`src/design/dcr_pkg.sv`:
```
package dcr_pkg;

  // Register byte offsets on the bus
  localparam logic [3:0] OFS_CTRL   = 4'h0;
  localparam logic [3:0] OFS_PRESC  = 4'h4;
  localparam logic [3:0] OFS_STATUS = 4'h8;

  // Control register fields
  localparam int CTRL_POR_BIT  = 6;
  localparam int CTRL_SCLK_BIT = 5;

  // Status register fields
  localparam int STAT_MAIN_BIT = 0;
  localparam int STAT_SLOW_BIT = 1;
  localparam int STAT_OSCS_BIT = 2;
  localparam int STAT_RST_BIT  = 3;

  // Values after reset
  localparam logic       SCLK_RST  = 1'b0;
  localparam logic [7:0] PRESC_RST = 8'hFF;
  localparam logic       POR_RST   = 1'b1;

  // Start-up counters
  localparam int         MAIN_W       = 14;
  localparam int         SLOW_W       = 6;
  localparam logic [13:0] MAIN_PRELOAD = 14'h3FFF;
  localparam logic [5:0]  SLOW_PRELOAD = 6'h3F;

  // Main start-up delay in cycles; counter steps every other cycle
  localparam int MAIN_DELAY_CYC = 32768;
  localparam int MAIN_STEP_CYC  = MAIN_DELAY_CYC / (int'(MAIN_PRELOAD) + 1);

  // Reset supervisor states
  typedef enum logic [0:0] {
    DCR_POR_HOLD = 1'b0,
    DCR_POR_RUN  = 1'b1
  } dcr_por_e;

endpackage : dcr_pkg

```
`src/design/dcr_unit.sv`:
```
module dcr_unit #(
  parameter int DIV_W = 8
) (
  // System
  input  wire logic        clk_sys,
  input  wire logic        nrst,
  // Avalon-MM slave
  input  wire logic [3:0]  avs_address,
  input  wire logic        avs_read,
  input  wire logic        avs_write,
  input  wire logic [31:0] avs_writedata,
  output logic      [31:0] avs_readdata,
  output logic             avs_waitrequest,
  // Power management requests
  input  wire logic        stop_main_osc,
  input  wire logic        stop_slow_osc,
  // Oscillator and reset pins
  input  wire logic        slow_osc_in,
  input  wire logic        power_on_det,
  input  wire logic        ext_rst_n,
  // Clock and reset outputs
  output logic             main_osc_en,
  output logic             slow_osc_en,
  output logic             main_clk_good,
  output logic             slow_clk_good,
  output logic             slow_clk,
  output logic             prescaler_run,
  output logic             sys_rst_n
);

  // Bus state
  logic             ack;
  logic             next_ack;
  logic [31:0]      next_readdata;
  logic             sclk_sel;
  logic             next_sclk_sel;
  logic [DIV_W-1:0] divisor;
  logic [DIV_W-1:0] next_divisor;
  logic             por_flag;
  logic             next_por_flag;

  // Main start-up and reset state
  logic [13:0]      main_cnt;
  logic [13:0]      next_main_cnt;
  logic             main_step;
  logic             next_main_step;
  logic             next_main_good;
  dcr_pkg::dcr_por_e por_st;
  dcr_pkg::dcr_por_e next_por_st;
  logic             next_sys_rst_n;

  // Slow start-up state
  logic             slow_s1;
  logic             slow_s2;
  logic             slow_prev;
  logic [5:0]       slow_cnt;
  logic [5:0]       next_slow_cnt;
  logic             next_slow_good;

  // Slow clock generation
  logic [DIV_W-1:0] pre_cnt;
  logic [DIV_W-1:0] next_pre_cnt;
  logic             pre_clk;
  logic             next_pre_clk;
  logic             osc_active;
  logic             next_osc_active;
  logic             next_slow_clk;

  // Bus and edge strobes
  logic             wr_en;
  logic             slow_rise;

  // One wait state: answer comes the cycle after the request is seen
  assign avs_waitrequest = (avs_read | avs_write) & ~ack;
  assign wr_en           = avs_write & ack;
  assign slow_rise       = slow_s2 & ~slow_prev;

  // Oscillator enables follow the halt requests directly
  // Kept combinational so a halt stops the oscillator at once
  assign main_osc_en = ~stop_main_osc;
  assign slow_osc_en = ~stop_slow_osc;

  // Bus decode and register writes
  always_comb begin
    next_ack      = (avs_read | avs_write) & ~ack;
    next_readdata = 32'h0000_0000;
    next_sclk_sel = sclk_sel;
    next_divisor  = divisor;
    next_por_flag = por_flag;
    // Read data is staged while the request waits, so it stands
    // at the edge where waitrequest is low
    if (avs_read && !ack) begin
      case (avs_address)
        dcr_pkg::OFS_CTRL: begin
          next_readdata[dcr_pkg::CTRL_POR_BIT]  = por_flag;
          next_readdata[dcr_pkg::CTRL_SCLK_BIT] = sclk_sel;
        end
        dcr_pkg::OFS_PRESC: begin
          next_readdata[DIV_W-1:0] = divisor;
        end
        dcr_pkg::OFS_STATUS: begin
          next_readdata[dcr_pkg::STAT_MAIN_BIT] = main_clk_good;
          next_readdata[dcr_pkg::STAT_SLOW_BIT] = slow_clk_good;
          next_readdata[dcr_pkg::STAT_OSCS_BIT] = osc_active;
          next_readdata[dcr_pkg::STAT_RST_BIT]  = sys_rst_n;
        end
        default: begin
          next_readdata = 32'h0000_0000;
        end
      endcase
    end
    if (wr_en && avs_address == dcr_pkg::OFS_CTRL) begin
      next_sclk_sel = avs_writedata[dcr_pkg::CTRL_SCLK_BIT];
      // Only a zero has effect; a one is ignored
      if (!avs_writedata[dcr_pkg::CTRL_POR_BIT]) begin
        next_por_flag = 1'b0;
      end
    end
    // Any divisor is accepted; keeping the rate legal is up to software
    if (wr_en && avs_address == dcr_pkg::OFS_PRESC) begin
      next_divisor = avs_writedata[DIV_W-1:0];
    end
    // Hardware set wins over a clear in the same cycle
    if (power_on_det) begin
      next_por_flag = 1'b1;
    end
  end

  // Bus registers
  always_ff @(posedge clk_sys) begin
    if (!nrst) begin
      ack          <= 1'b0;
      avs_readdata <= 32'h0000_0000;
      sclk_sel     <= dcr_pkg::SCLK_RST;
      divisor      <= DIV_W'(dcr_pkg::PRESC_RST);
      por_flag     <= dcr_pkg::POR_RST;
    end else begin
      ack          <= next_ack;
      avs_readdata <= next_readdata;
      sclk_sel     <= next_sclk_sel;
      divisor      <= next_divisor;
      por_flag     <= next_por_flag;
    end
  end

  // Main start-up counter, shared with the power-on supervisor.
  // The preload gives 16383 steps; stepping every other cycle
  // stretches that to 32766 cycles, just short of the 32768-cycle delay.
  always_comb begin
    next_main_cnt  = main_cnt;
    next_main_step = 1'b0;
    next_por_st    = por_st;
    if (stop_main_osc || power_on_det) begin
      next_main_cnt = dcr_pkg::MAIN_PRELOAD;
    end else if (main_cnt != 14'h0000) begin
      next_main_step = ~main_step;
      if (main_step) begin
        next_main_cnt = main_cnt - 14'h0001;
      end
    end
    // Supervisor leaves hold only once the count has run out
    case (por_st)
      dcr_pkg::DCR_POR_HOLD: begin
        if (!power_on_det && !stop_main_osc && main_cnt == 14'h0000) begin
          next_por_st = dcr_pkg::DCR_POR_RUN;
        end
      end
      dcr_pkg::DCR_POR_RUN: begin
        if (power_on_det) begin
          next_por_st = dcr_pkg::DCR_POR_HOLD;
        end
      end
      default: begin
        // An unknown code falls back to holding reset
        next_por_st = dcr_pkg::DCR_POR_HOLD;
      end
    endcase
    // Good only while running and counted out; drops on halt
    next_main_good = ~stop_main_osc & ~power_on_det
                   & (next_main_cnt == 14'h0000);
    // Pin low keeps reset asserted whatever the countdown says
    next_sys_rst_n = ext_rst_n
                   & (next_por_st == dcr_pkg::DCR_POR_RUN);
  end

  // Main counter, supervisor and reset output registers
  always_ff @(posedge clk_sys) begin
    if (!nrst) begin
      main_cnt      <= dcr_pkg::MAIN_PRELOAD;
      main_step     <= 1'b0;
      por_st        <= dcr_pkg::DCR_POR_HOLD;
      main_clk_good <= 1'b0;
      sys_rst_n     <= 1'b0;
    end else begin
      main_cnt      <= next_main_cnt;
      main_step     <= next_main_step;
      por_st        <= next_por_st;
      main_clk_good <= next_main_good;
      sys_rst_n     <= next_sys_rst_n;
    end
  end

  // Slow oscillator synchroniser; only the second stage is used
  // The third flop only delays the level for edge detection
  always_ff @(posedge clk_sys) begin
    if (!nrst) begin
      slow_s1   <= 1'b0;
      slow_s2   <= 1'b0;
      slow_prev <= 1'b0;
    end else begin
      slow_s1   <= slow_osc_in;
      slow_s2   <= slow_s1;
      slow_prev <= slow_s2;
    end
  end

  // Slow start-up counter steps on each oscillator rising edge
  // A stopped oscillator rests low, so nothing counts while halted
  always_comb begin
    next_slow_cnt = slow_cnt;
    if (stop_slow_osc) begin
      next_slow_cnt = dcr_pkg::SLOW_PRELOAD;
    end else if (slow_rise && slow_cnt != 6'h00) begin
      next_slow_cnt = slow_cnt - 6'h01;
    end
    next_slow_good = ~stop_slow_osc & (next_slow_cnt == 6'h00);
  end

  // Slow counter and stable flag registers
  always_ff @(posedge clk_sys) begin
    if (!nrst) begin
      slow_cnt      <= dcr_pkg::SLOW_PRELOAD;
      slow_clk_good <= 1'b0;
    end else begin
      slow_cnt      <= next_slow_cnt;
      slow_clk_good <= next_slow_good;
    end
  end

  // Prescaler and source mux. The oscillator is taken only once
  // its start-up count proves it toggles; if it is halted, the mux
  // falls back to the prescaler. Switching is not glitch-free.
  always_comb begin
    next_osc_active = sclk_sel & next_slow_good;
    next_pre_cnt    = pre_cnt;
    next_pre_clk    = pre_clk;
    if (osc_active) begin
      // Parked while the oscillator drives the slow clock
      next_pre_cnt = '0;
    end else if (pre_cnt == divisor) begin
      // Divisor stage wraps after divisor+1 cycles; the toggle flop
      // is the fixed divide-by-two, so the period is (divisor+1)*2
      next_pre_cnt = '0;
      next_pre_clk = ~pre_clk;
    end else begin
      next_pre_cnt = pre_cnt + DIV_W'(1);
    end
    // Oscillator level is glitch-free; prescaler output is a flop
    next_slow_clk = osc_active ? slow_s2 : next_pre_clk;
  end

  // Source select and prescaler registers
  always_ff @(posedge clk_sys) begin
    if (!nrst) begin
      osc_active <= 1'b0;
      pre_cnt    <= '0;
      pre_clk    <= 1'b0;
      slow_clk   <= 1'b0;
    end else begin
      osc_active <= next_osc_active;
      pre_cnt    <= next_pre_cnt;
      pre_clk    <= next_pre_clk;
      slow_clk   <= next_slow_clk;
    end
  end

  // Prescaler runs whenever the oscillator path is not in use
  // Its low level tells the power manager the main clock may stop
  assign prescaler_run = ~osc_active;

endmodule : dcr_unit

```
`config.mk`:
```
export PLATFORM = sky130hd
export DESIGN_NAME = dcr_unit
export DESIGN_NICKNAME = d
export VERILOG_FILES = /design/src/design/dcr_pkg.sv /design/src/design/dcr_unit.sv
export SDC_FILE = /design/constraint.sdc
export NUM_CORES = 1
export LEC_CHECK = 0
export BUFFER_PORTS_ARGS = -buffer_cell sky130_fd_sc_hd__buf_2
export CAP_MARGIN = 20
export CORE_ASPECT_RATIO = 1.5
export CORE_UTILIZATION = 55
export DETAILED_ROUTE_END_ITERATION = 7
export GPL_ROUTABILITY_DRIVEN = 0
export PLACE_DENSITY_LB_ADDON = 0.3
export REMOVE_ABC_BUFFERS = 1
export SYNTH_ARGS = -nofsm -noshare
export SYNTH_HDL_FRONTEND = slang
export SYNTH_SLANG_ARGS = --single-unit
export TNS_END_PERCENT = 10
```
`constraint.sdc`:
```
create_clock -name clk_sys -period 6.3 [get_ports clk_sys]
set_input_delay 0.945 -clock clk_sys [delete_from_list [all_inputs] [get_ports clk_sys]]
set_output_delay 0.945 -clock clk_sys [all_outputs]
set_load 0.005 [all_outputs]
```
==> metrics.csv, run 1 <==
stage,metric,value,unit
floorplanning,Die Y,88.5,um
global_routing,antenna violations before repair,0,
synth,post-synth top area share,0.423,
power,Lkg Pwr,1.35,nW
clocking,post-cts resize count,0,
synth,post-synthesis instance total,310,
run,max cap viols,0,
synth,Synth area leader,dfxtp_1,
clocking,Clock H-tree levels,3,
synth,"Cell Area, Synth",2750,um^2
hold_path,hold path startpoint,slow_s1$_SDFF_PN0_,
critical_path,Critical Path Stages,8,
sta,Worst-Margin Slew,589,ps
critical_path,Worst path slowest cell,or4b_1,
floorplanning,Ports,85,
floorplanning,Initial Util,0.571,
place,DP Wirelength,3920,um
clocking,hold bufs inserted after CTS,0,
synth,register area share after synthesis,0.423,
final_layout,Final #Nets,399,
clocking,# Post-CTS Setup Buffers,0,
synth,Yosys cell types,44,
critical_path,reg2reg end,main_clk_good$_SDFF_PN0_,
global_routing,largest net degree at the start of global routing,23,
synth,Synth Register Bits,58,
global_routing,vias in the first global route,2053,
final_layout,post-route non-filler standard cell count,421,
routing,Total Wirelength,5380,um
routing,Wirelength per Cell,12.8,um
clocking,Clock Latency Late Sink,340,ps
critical_path,critical path peak fanout,8,
floorplanning,Die Span X,59.7,um
floorplanning,total core area,4810,um^2
synth,Synth Flop Type,dfxtp_1,
place,placed cells,405,
floorplanning,DIE AREA,5280,um^2
place,IO buf count,36,
power,worst vdd ir,0.145,mV
power,total power draw,0.776,mW
hold_path,min-delay worst type,flip-flop to flip-flop,
sta,final hold vios,0,
status,status,"complete, no violations",
critical_path,"CP delay by family, top",simple AND/OR/NAND/NOR gates,
critical_path,critical setup path kind,flip-flop to flip-flop,
critical_path,CP dominant cell by count,nor4_2,
clocking,CTS Sinks,58,
floorplanning,# rows,31,
sta,RSZ-0062 raised after global routing,false,
critical_path,type of origin of the critical path,flip-flop,
sta,Final Setup Violations,0,
sta,slew margin rel.,0.606,
sta,setup TNS,0,ps
sta,final worst-path cycle share,0.424,
global_routing,Total Routing Usage GR,0.231,
routing,vias per cell,5.26,
clocking,CTS root buf,clkbuf_8,
hold_path,hold depth,1,
synth,Ys Warns,0,
clocking,CTS tree,done,
sta,Slew Limit Fails,0,
final_layout,"commonest non-fill, non-tap cells in the layout","dfxtp_1 (58), buf_2 (36), nand2_1 (33)",
critical_path,R2R Setup Slk,3630,ps
sta,Clock Skew,7.29,ps
sta,highest clock rate,374,MHz
critical_path,CP cell instances,inv_1 > ha_1 > or4b_1 > nor4_2 > nor2_1 > xnor2_1 > nand4_1 > nor4_2,
hold_path,Hold Crit Endpoint,slow_s2$_SDFF_PN0_,
final_layout,Antenna diodes,0,
routing,Routed Antenna Nets,0,
synth,syn_area_per_cell,8.86,um^2
critical_path,Max stage delay on crit path,560,ps
synth,number of synthesized flops with an enable pin,0,
final_layout,share of cells above drive strength 1,0.169,
critical_path,crit path buf inv count,1,
synth,Async SR Flop Fraction,0,
synth,top post-synthesis cells by area,"dfxtp_1 (42%), buf_4 (6.6%), mux2i_1 (5.1%)",
final_layout,fillers,422,
final_layout,"commonest non-fill, non-tap cell in the layout",dfxtp_1,
clocking,maximum clock path buffer count,2,
global_routing,first-pass GRT wire length,9080,um
clocking,clock buffer count from CTS,9,
global_routing,gr ovfl total,0,
critical_path,Worst Path Arrival,2920,ps
critical_path,worst reg2reg startpoint,main_cnt[0]$_SDFF_PN1_,
critical_path,crit end category,flip-flop,
routing,DRC,0,
critical_path,Critical Path RT,6540,ps
clocking,CTS clock-pin slew for the worst setup and hold paths,60,ps
routing,Vias,2216,
sta,Tmin final,2670,ps
final_layout,Layout area overhead,12.9,%
critical_path,worst reg2reg path depth,8,
routing,DR pass1 iterations,5,
power,pwr/cell area,250,nW/um^2
routing,DR iter-0 viols,101,
[area by class of cell]
class / count / area (um^2) / share of cell area
clock buffer: 11 / 131 / 0.0424
clock inverter: 5 / 78.8 / 0.0254
inverter: 8 / 30.0 / 0.00969
multi-input combinational: 237 / 1440 / 0.463
sequential: 58 / 1160 / 0.374
tap: 66 / 82.6 / 0.0266
timing repair buffer: 36 / 180 / 0.0581
[logic make-up after synthesis]
| family | after synthesis | share of synthesized area |
|---|---|---|
| muxes | 14 | 0.0510 |
| buffers and inverters | 38 | 0.0852 |
| xor gates and xnor gates | 26 | 0.0830 |
| adders and majority gates | 4 | 0.0182 |
| and+or+nand+nor | 141 | 0.269 |
| AOI/OAI and AO/OA | 28 | 0.0693 |
| DFF | 58 | 0.423 |
| other | 1 | 0.00137 |
[registers in the layout (all words and copies together) (netlist names), 6 cells and up]
name and count:
avs_readdata 8, divisor 8, main_cnt 14, pre_cnt 8
slow_cnt 6
[worst max-delay path by stage]
stage | from | end
2_1_floorplan | main_cnt[0]$_SDFF_PN1_ | main_clk_good$_SDFF_PN0_
3_3_place_gp | main_cnt[0]$_SDFF_PN1_ | main_clk_good$_SDFF_PN0_
3_5_place_dp | main_cnt[0]$_SDFF_PN1_ | main_clk_good$_SDFF_PN0_
4_1_cts | main_cnt[0]$_SDFF_PN1_ | main_clk_good$_SDFF_PN0_
5_1_grt | main_cnt[0]$_SDFF_PN1_ | main_clk_good$_SDFF_PN0_
6_report | main_cnt[0]$_SDFF_PN1_ | main_clk_good$_SDFF_PN0_
[layer usage]
metal | up-vias | routed length, um | GRT usage
met2 | 82 | 2760 | 0.406
met4 | 0 | 188 | 0.125
met1 | 1017 | 2150 | 0.240
li1 | 1096 | - | -
met3 | 21 | 283 | 0.0716
met5 | - | 0 | 0
[synth_stat cells, types with 2 or more instances]
| cell type | instances |
|---|---|
| a21oi_1 | 4 |
| nand2_1 | 33 |
| dfxtp_1 | 58 |
| and2_1 | 8 |
| and3_1 | 8 |
| inv_1 | 8 |
| or3_1 | 4 |
| o211ai_1 | 2 |
| o21ai_0 | 10 |
| nor2_1 | 31 |
| nor4_2 | 2 |
| nor2b_1 | 9 |
| nand4_1 | 6 |
| xor2_1 | 16 |
| nor4b_1 | 2 |
| nand2b_1 | 2 |
| or2_2 | 2 |
| clkbuf_1 | 5 |
| nor3_1 | 8 |
| buf_4 | 24 |
| xnor2_1 | 10 |
| nor4_1 | 7 |
| mux2i_1 | 14 |
| nor3b_1 | 2 |
| ha_1 | 4 |
| nand3_1 | 10 |
| a22oi_1 | 4 |
[stage by stage]
step                      area (um^2)  worst slack, ps  hold slack [ps]   util
after floorplan                  2630             3880              412      -
after global placement           2890             3690              422  0.601
after detailed placement         2890             3610              433  0.601
after CTS                        3100             3600              447  0.645
after global routing             3100             3400              459  0.645
final                            3100             3630              438  0.645
[report_power, final]
part           switching (mW)  internal (mW)  leakage [nW]  total [mW]
sequential            0.00420          0.371         0.470       0.375
combinational          0.0203         0.0139         0.771      0.0342
clock                   0.145          0.222         0.107       0.367
total                   0.169          0.607          1.35       0.776
Power figures use the tool's default switching activity.
==> run 2, diff against run 1 <==
Settings changed: ABC_AREA set to 1, CORE_UTILIZATION 55 to 47.
Clock period 6.3 ns to 2.25 ns, I/O delays scaled along.
==> run 2 against run 1 <==
  * Fmax up 38%
  * Final cell count grew 30%
  * Count of clock-buffer cells in the layout unchanged
  * Non-clock buffer count is 5 higher
  * Combinational power grew to 3.6 times the previous value
  * Sequential share of layout area shrank 2.4 points
  * Sequential power rose to 2.8 times the previous value
  * Register-to-register slack got worse by 3300 ps
  * Clock power grew 130%
  * Sequential cell count unchanged
==> metrics.csv, run 2 <==
stage,metric,value,unit,change
critical_path,critical path peak fanout,5,,was 8
synth,number of synthesized flops with an enable pin,0,,unchanged
final_layout,Largest register FFs,14,,unchanged
critical_path,reg2reg end,main_clk_good$_SDFF_PN0_,,unchanged
power,Clock power frac,0.418,,was 0.472
critical_path,Critical Path Stages,12,,was 8
global_routing,Total Routing Usage GR,0.219,,was 0.231
place,worst slack at placement,334,ps,was 3610 ps
place,placed cells,530,,was 405
synth,register area share after synthesis,0.392,,was 0.423
sta,Clock Skew,6.48,ps,was 7.29 ps
sta,RSZ-0062 raised after global routing,false,,unchanged
synth,cell with the most instances after synthesis,nand2_1,,was dfxtp_1
routing,DR pass1 iterations,5,,unchanged
power,Lkg Pwr,1.63,nW,was 1.35 nW
run,max cap viols,0,,unchanged
critical_path,CP dominant cell by count,nor2_1,,was nor4_2
synth,Ys Warns,0,,unchanged
sta,slew margin rel.,0.537,,was 0.606
clocking,maximum clock path buffer count,2,,unchanged
power,Net Sw Frac,0.253,,was 0.218
synth,post-synth top area share,0.392,,was 0.423
synth,Commonest cells post-synth,"nand2_1 (88), nor2_1 (62), dfxtp_1 (58), inv_1 (55), nand3_1 (35)",,"was dfxtp_1 (58), nand2_1 (33), nor2_1 (31), buf_4 (24), xor2_1 (16)"
final_layout,post-route non-filler standard cell count,546,,was 421
sta,Slew Limit Fails,0,,unchanged
hold_path,hold depth,3,,was 1
critical_path,Max stage delay on crit path,320,ps,was 560 ps
critical_path,Worst Path Arrival,2210,ps,was 2920 ps
synth,syn_area_per_cell,7.01,um^2,was 8.86 um^2
critical_path,critical setup path kind,flip-flop to flip-flop,,unchanged
final_layout,"commonest non-fill, non-tap cell in the layout",nand2_1,,was dfxtp_1
floorplanning,total core area,6130,um^2,was 4810 um^2
critical_path,Worst path slowest cell,dfxtp_1,,was or4b_1
clocking,CTS clock-pin slew for the worst setup and hold paths,70,ps,was 60 ps
critical_path,worst reg2reg path depth,12,,was 8
clocking,CTS tree,done,,unchanged
critical_path,R2R Setup Slk,320,ps,was 3630 ps
final_layout,Final #Nets,516,,was 399
floorplanning,Die Span X,66.8,um,was 59.7 um
sta,Final Setup Violations,0,,unchanged
critical_path,launch point of the worst path,main_cnt[0]$_SDFF_PN1_,,unchanged
sta,final worst-path cycle share,0.859,,was 0.424
power,P_sw,0.511,mW,was 0.169 mW
floorplanning,Initial Util,0.483,,was 0.571
clocking,hold bufs inserted after CTS,0,,unchanged
critical_path,Critical Path RT,2520,ps,was 6540 ps
routing,DR iter-0 viols,112,,was 101
clocking,clock buffer count from CTS,9,,unchanged
floorplanning,DIE AREA,6620,um^2,was 5280 um^2
hold_path,hold path startpoint,slow_osc_in,,was slow_s1$_SDFF_PN0_
critical_path,worst reg2reg startpoint,main_cnt[0]$_SDFF_PN1_,,unchanged
sta,Worst-Margin Slew,689,ps,was 589 ps
final_layout,share of cells above drive strength 1,0.144,,was 0.169
sta,setup TNS,0,ps,unchanged
critical_path,CP cell instances,inv_1 > ha_1 > nand2_1 > inv_1 > nand3_1 > nor2_1 > a21oi_1 > nor2_2 > nand3_1 > nor2_1 > nand2_1 > nor2_1,,was inv_1 > ha_1 > or4b_1 > nor4_2 > nor2_1 > xnor2_1 > nand4_1 > nor4_2
place,DP Wirelength,4820,um,was 3920 um
floorplanning,Ports,85,,unchanged
clocking,Clock Latency Late Sink,340,ps,about the same
power,combinational power share,0.060,,was 0.044
sta,Final Worst Setup Slack,318,ps,was 3630 ps
routing,Vias,2668,,was 2216
critical_path,"CP delay by family, top",simple AND/OR/NAND/NOR gates,,unchanged
clocking,# Post-CTS Setup Buffers,0,,unchanged
final_layout,"commonest non-fill, non-tap cells in the layout","nand2_1 (88), nor2_1 (62), dfxtp_1 (58)",,"was dfxtp_1 (58), buf_2 (36), nand2_1 (33)"
place,IO buf count,36,,unchanged
final_layout,Biggest register,main_cnt,,unchanged
synth,Async SR Flop Fraction,0,,unchanged
synth,Synth Flop Type,dfxtp_1,,unchanged
synth,Yosys cell types,28,,was 44
global_routing,largest net degree at the start of global routing,23,,unchanged
synth,top post-synthesis cells by area,"dfxtp_1 (39%), nand2_1 (11%), nor2_1 (7.9%)",,"was dfxtp_1 (42%), buf_4 (6.6%), mux2i_1 (5.1%)"
global_routing,antenna violations before repair,0,,unchanged
synth,post-synthesis instance total,422,,was 310
power,pwr/cell area,610,nW/um^2,was 250 nW/um^2
clocking,CTS Sinks,58,,unchanged
clocking,CTS root buf,clkbuf_8,,unchanged
routing,Total Wirelength,6400,um,was 5380 um
place,"Cell Area, Placed",3140,um^2,was 2890 um^2
global_routing,first-pass GRT wire length,10800,um,was 9080 um
global_routing,gr ovfl total,0,,unchanged
hold_path,min-delay worst type,input pin to flip-flop,,was flip-flop to flip-flop
critical_path,crit end category,flip-flop,,unchanged
routing,vias per cell,4.89,,was 5.26
final_layout,Layout area overhead,11.8,%,was 12.9%
power,internal power,1.51,mW,was 0.607 mW
synth,Synth area leader,dfxtp_1,,unchanged
hold_path,Hold Crit Endpoint,slow_s1$_SDFF_PN0_,,was slow_s2$_SDFF_PN0_
sta,Tmin final,1930,ps,was 2670 ps
clocking,Clock H-tree levels,3,,unchanged
critical_path,type of origin of the critical path,flip-flop,,unchanged
routing,DRC,0,,unchanged
global_routing,vias in the first global route,2545,,was 2053
sta,highest clock rate,518,MHz,was 374 MHz
synth,Synth Register Bits,58,,unchanged
final_layout,"Design Area, Final",3310,um^2,was 3100 um^2
sta,final hold vios,0,,unchanged
power,worst vdd ir,0.307,mV,was 0.145 mV
power,Reg power frac,0.521,,was 0.483
final_layout,Antenna diodes,0,,unchanged
status,status,"complete, no violations",,unchanged
critical_path,crit path buf inv count,2,,was 1
clocking,post-cts resize count,0,,unchanged
floorplanning,# rows,35,,was 31
routing,Routed Antenna Nets,0,,unchanged
routing,Wirelength per Cell,11.7,um,was 12.8 um
floorplanning,Die Y,99.2,um,was 88.5 um
synth,"Cell Area, Synth",2960,um^2,was 2750 um^2
==> run 2: power groups by stage <==
stage | clock network [mW] | registers [mW] | logic (mW)
global placement | 0 | 1.08 | 0.119
floorplan | 0 | 1.07 | 0.0680
global route | 0.909 | 1.05 | 0.143
detailed placement | 0 | 1.08 | 0.123
finish | 0.844 | 1.05 | 0.122
CTS | 0.862 | 1.05 | 0.123
==> run 2: worst max path at each step <==
stage,end
detailed placement,main_clk_good$_SDFF_PN0_
CTS,main_clk_good$_SDFF_PN0_
global route,main_clk_good$_SDFF_PN0_
finish,main_clk_good$_SDFF_PN0_
global placement,main_clk_good$_SDFF_PN0_
floorplan,main_clk_good$_SDFF_PN0_
==> run 2: cells by family after synthesis <==
logic type	after synthesis	share of synthesized area
simple gates	224	0.345
buf+inv	85	0.143
flops	58	0.392
compound gates	38	0.0655
xor+xnor	12	0.0355
fa+ha+maj	4	0.0169
other cells	1	0.00127
==> run 2: cell type report <==
| class | count | area (um^2) |
|---|---|---|
| multi-input cells | 302 | 1460 |
| clock inverters | 5 | 30.0 |
| fillers | 633 | 2820 |
| repair buffers | 41 | 218 |
| inverters | 55 | 206 |
| well taps | 74 | 92.6 |
| flip-flops and latches | 58 | 1160 |
| clock buffers | 11 | 141 |
==> run 2: stage by stage <==
stage,power [mW],util,hold slack (ps)
after floorplan,1.14,-,390
after global placement,1.19,0.512,398
after detailed placement,1.20,0.512,400
after CTS,2.04,0.540,171
after global routing,2.11,0.540,184
final,2.02,0.540,182
==> run 2: routing by layer <==
metal	routed length, um	vias to the layer above	GRT usage
li1	-	1388	-
met1	2460	1202	0.219
met2	3480	67	0.401
met3	310	11	0.0539
met4	147	0	0.118
met5	0	-	0
==> run 2: worst register-to-register path: stages, from the launching register on <==
cell     delay [ps]
dfxtp_1         320
inv_1           110
ha_1            270
nand2_1         100
inv_1           120
nand3_1         100
nor2_1          240
a21oi_1         130
nor2_2          120
nand3_1          80
nor2_1          110
nand2_1          90
nor2_1           90
==> run 3, diff against run 2 <==
Settings changed: ABC_CLOCK_PERIOD_IN_PS set to 2250, CORE_ASPECT_RATIO 1.5 to unset.
==> run 3 against run 2 <==
  * Register-to-register slack hardly changed
  * Final cell count is 0.18% higher
  * Critical path type unchanged
  * Highest routed layer unchanged
  * Power is 6.9% higher
  * Count of clock-buffer cells in the layout is 1 higher
  * First-iteration DRC count is 8.0% higher
  * Die area is 0.10% lower
  * Fmax is 0.24% lower
  * Non-clock buffer count stayed put
==> metrics.csv, run 3 (synthesized netlist as in run 2, its figures left out) <==
stage,metric,value,unit,change
power,Reg power frac,0.488,,was 0.521
routing,Wirelength per Cell,11.6,um,was 11.7 um
final_layout,Layout area overhead,13.0,%,was 11.8%
floorplanning,Initial Util,0.494,,was 0.483
sta,Slew Limit Fails,0,,unchanged
critical_path,CP dominant cell by count,nor2_1,,unchanged
routing,vias per cell,4.85,,was 4.89
final_layout,Biggest register,main_cnt,,unchanged
floorplanning,Die Y,81.3,um,was 99.2 um
floorplanning,# rows,28,,was 35
sta,Clock Skew,9.86,ps,was 6.48 ps
clocking,hold bufs inserted after CTS,0,,unchanged
final_layout,"commonest non-fill, non-tap cells in the layout","nand2_1 (88), nor2_1 (62), dfxtp_1 (58)",,unchanged
critical_path,crit path buf inv count,2,,unchanged
sta,setup TNS,0,ps,unchanged
final_layout,Largest register FFs,14,,unchanged
run,max cap viols,0,,unchanged
status,status,"complete, no violations",,unchanged
power,Net Sw Frac,0.233,,was 0.253
final_layout,fillers,567,,was 633
floorplanning,total core area,5990,um^2,was 6130 um^2
sta,slew margin rel.,0.626,,was 0.537
clocking,maximum clock path buffer count,2,,unchanged
critical_path,type of origin of the critical path,flip-flop,,unchanged
sta,Hold Slack,192,ps,was 182 ps
power,total power draw,2.16,mW,was 2.02 mW
critical_path,Max stage delay on crit path,330,ps,was 320 ps
critical_path,critical setup path kind,flip-flop to flip-flop,,unchanged
clocking,# Post-CTS Setup Buffers,0,,unchanged
floorplanning,DIE AREA,6620,um^2,about the same
clocking,CTS Sinks,58,,unchanged
final_layout,post-route non-filler standard cell count,547,,was 546
floorplanning,Die Span X,81.3,um,was 66.8 um
power,Lkg Pwr,1.65,nW,was 1.63 nW
routing,Vias,2651,,was 2668
routing,DR iter-0 viols,121,,was 112
sta,Tmin final,1940,ps,was 1930 ps
sta,Final Setup Violations,0,,unchanged
place,DP Wirelength,4630,um,was 4820 um
global_routing,vias in the first global route,2336,,was 2545
critical_path,Critical Path RT,2520,ps,about the same
routing,DRC,0,,unchanged
sta,final worst-path cycle share,0.861,,was 0.859
final_layout,"commonest non-fill, non-tap cell in the layout",nand2_1,,unchanged
final_layout,share of cells above drive strength 1,0.144,,unchanged
critical_path,CP cell instances,inv_1 > ha_1 > nand2_1 > inv_1 > nand3_1 > nor2_1 > a21oi_1 > nor2_2 > nand3_1 > nor2_1 > nand2_1 > nor2_1,,unchanged
clocking,Clock Latency Late Sink,340,ps,about the same
place,placed cells,531,,was 530
critical_path,critical path peak fanout,5,,unchanged
global_routing,gr ovfl total,0,,unchanged
clocking,Clock H-tree levels,3,,unchanged
routing,Total Wirelength,6320,um,was 6400 um
clocking,post-cts resize count,0,,unchanged
global_routing,antenna violations before repair,0,,unchanged
power,internal power,1.66,mW,was 1.51 mW
global_routing,Total Routing Usage GR,0.206,,was 0.219
final_layout,Final Core Density,0.558,,was 0.540
critical_path,crit end category,flip-flop,,unchanged
routing,DR pass1 iterations,4,,was 5
critical_path,Worst Path Arrival,2210,ps,about the same
global_routing,largest net degree at the start of global routing,23,,unchanged
clocking,CTS root buf,clkbuf_8,,unchanged
power,Clock power frac,0.456,,was 0.418
clocking,CTS clock-pin slew for the worst setup and hold paths,70,ps,about the same
global_routing,first-pass GRT wire length,10200,um,was 10800 um
power,worst vdd ir,0.358,mV,was 0.307 mV
final_layout,Final #Nets,516,,unchanged
clocking,CTS tree,done,,unchanged
routing,Routed Antenna Nets,0,,unchanged
power,pwr/cell area,645,nW/um^2,was 610 nW/um^2
sta,Worst-Margin Slew,557,ps,was 689 ps
floorplanning,Ports,85,,unchanged
sta,highest clock rate,516,MHz,was 518 MHz
critical_path,"CP delay by family, top",simple AND/OR/NAND/NOR gates,,unchanged
sta,final hold vios,0,,unchanged
final_layout,Antenna diodes,0,,unchanged
clocking,clock buffer count from CTS,9,,unchanged
power,P_sw,0.503,mW,was 0.511 mW
hold_path,min-delay worst type,input pin to flip-flop,,unchanged
power,combinational power share,0.056,,was 0.060
place,IO buf count,36,,unchanged
critical_path,Worst path slowest cell,dfxtp_1,,unchanged
sta,RSZ-0062 raised after global routing,false,,unchanged
## run 3: cell types whose count changed in the layout (fill, tap and decap cells not counted), sizes merged
cell    before  now
clkinv       3    1
clkbuf      11   12
bufinv       0    1
## run 3: final timing paths
path / startpoint / endpoint / slack [ps] / cells past startpoint
hold reg to reg: slow_s1$_SDFF_PN0_ / slow_s2$_SDFF_PN0_ / 410 / 2
hold / removal: slow_osc_in / slow_s1$_SDFF_PN0_ / 190 / 3
setup reg to reg: main_cnt[0]$_SDFF_PN1_ / main_clk_good$_SDFF_PN0_ / 310 / 12
setup / recovery: main_cnt[0]$_SDFF_PN1_ / main_clk_good$_SDFF_PN0_ / 310 / 12
## run 3: layout make-up
| class | instances | area (um^2) | area share |
|---|---|---|---|
| tap | 75 | 93.8 | 0.0281 |
| clock inverter | 4 | 50.0 | 0.0150 |
| timing repair buffer | 41 | 218 | 0.0651 |
| multi-input combinational | 302 | 1460 | 0.437 |
| inverter | 55 | 206 | 0.0617 |
| sequential | 58 | 1160 | 0.347 |
| clock buffer | 12 | 155 | 0.0464 |
## run 3: power by group through the flow
stage                     sequential, mW  combinational, mW  clock [mW]
after floorplan                     1.07             0.0680           0
after global placement              1.08              0.118           0
after detailed placement            1.08              0.120           0
after CTS                           1.05              0.121        1.01
after global routing                1.06              0.141        1.05
final                               1.05              0.121       0.983
## run 3: worst min-delay path, stage by stage
cell and delay, ps:
buf_2 80, nand2_1 40, inv_1 40
## run 3: metrics by stage
stage                     setup WS, ps  cell area, um^2
after global routing               132             3340
after CTS                          315             3340
after detailed placement           349             3140
after floorplan                    630             2830
after global placement             391             3140
final                              314             3340
## run 3: routing by layer
metal,track usage,part of all wire
met5,0,0
met3,0.0652,0.072
met2,0.311,0.44
met1,0.271,0.48
met4,0.0786,0.0079
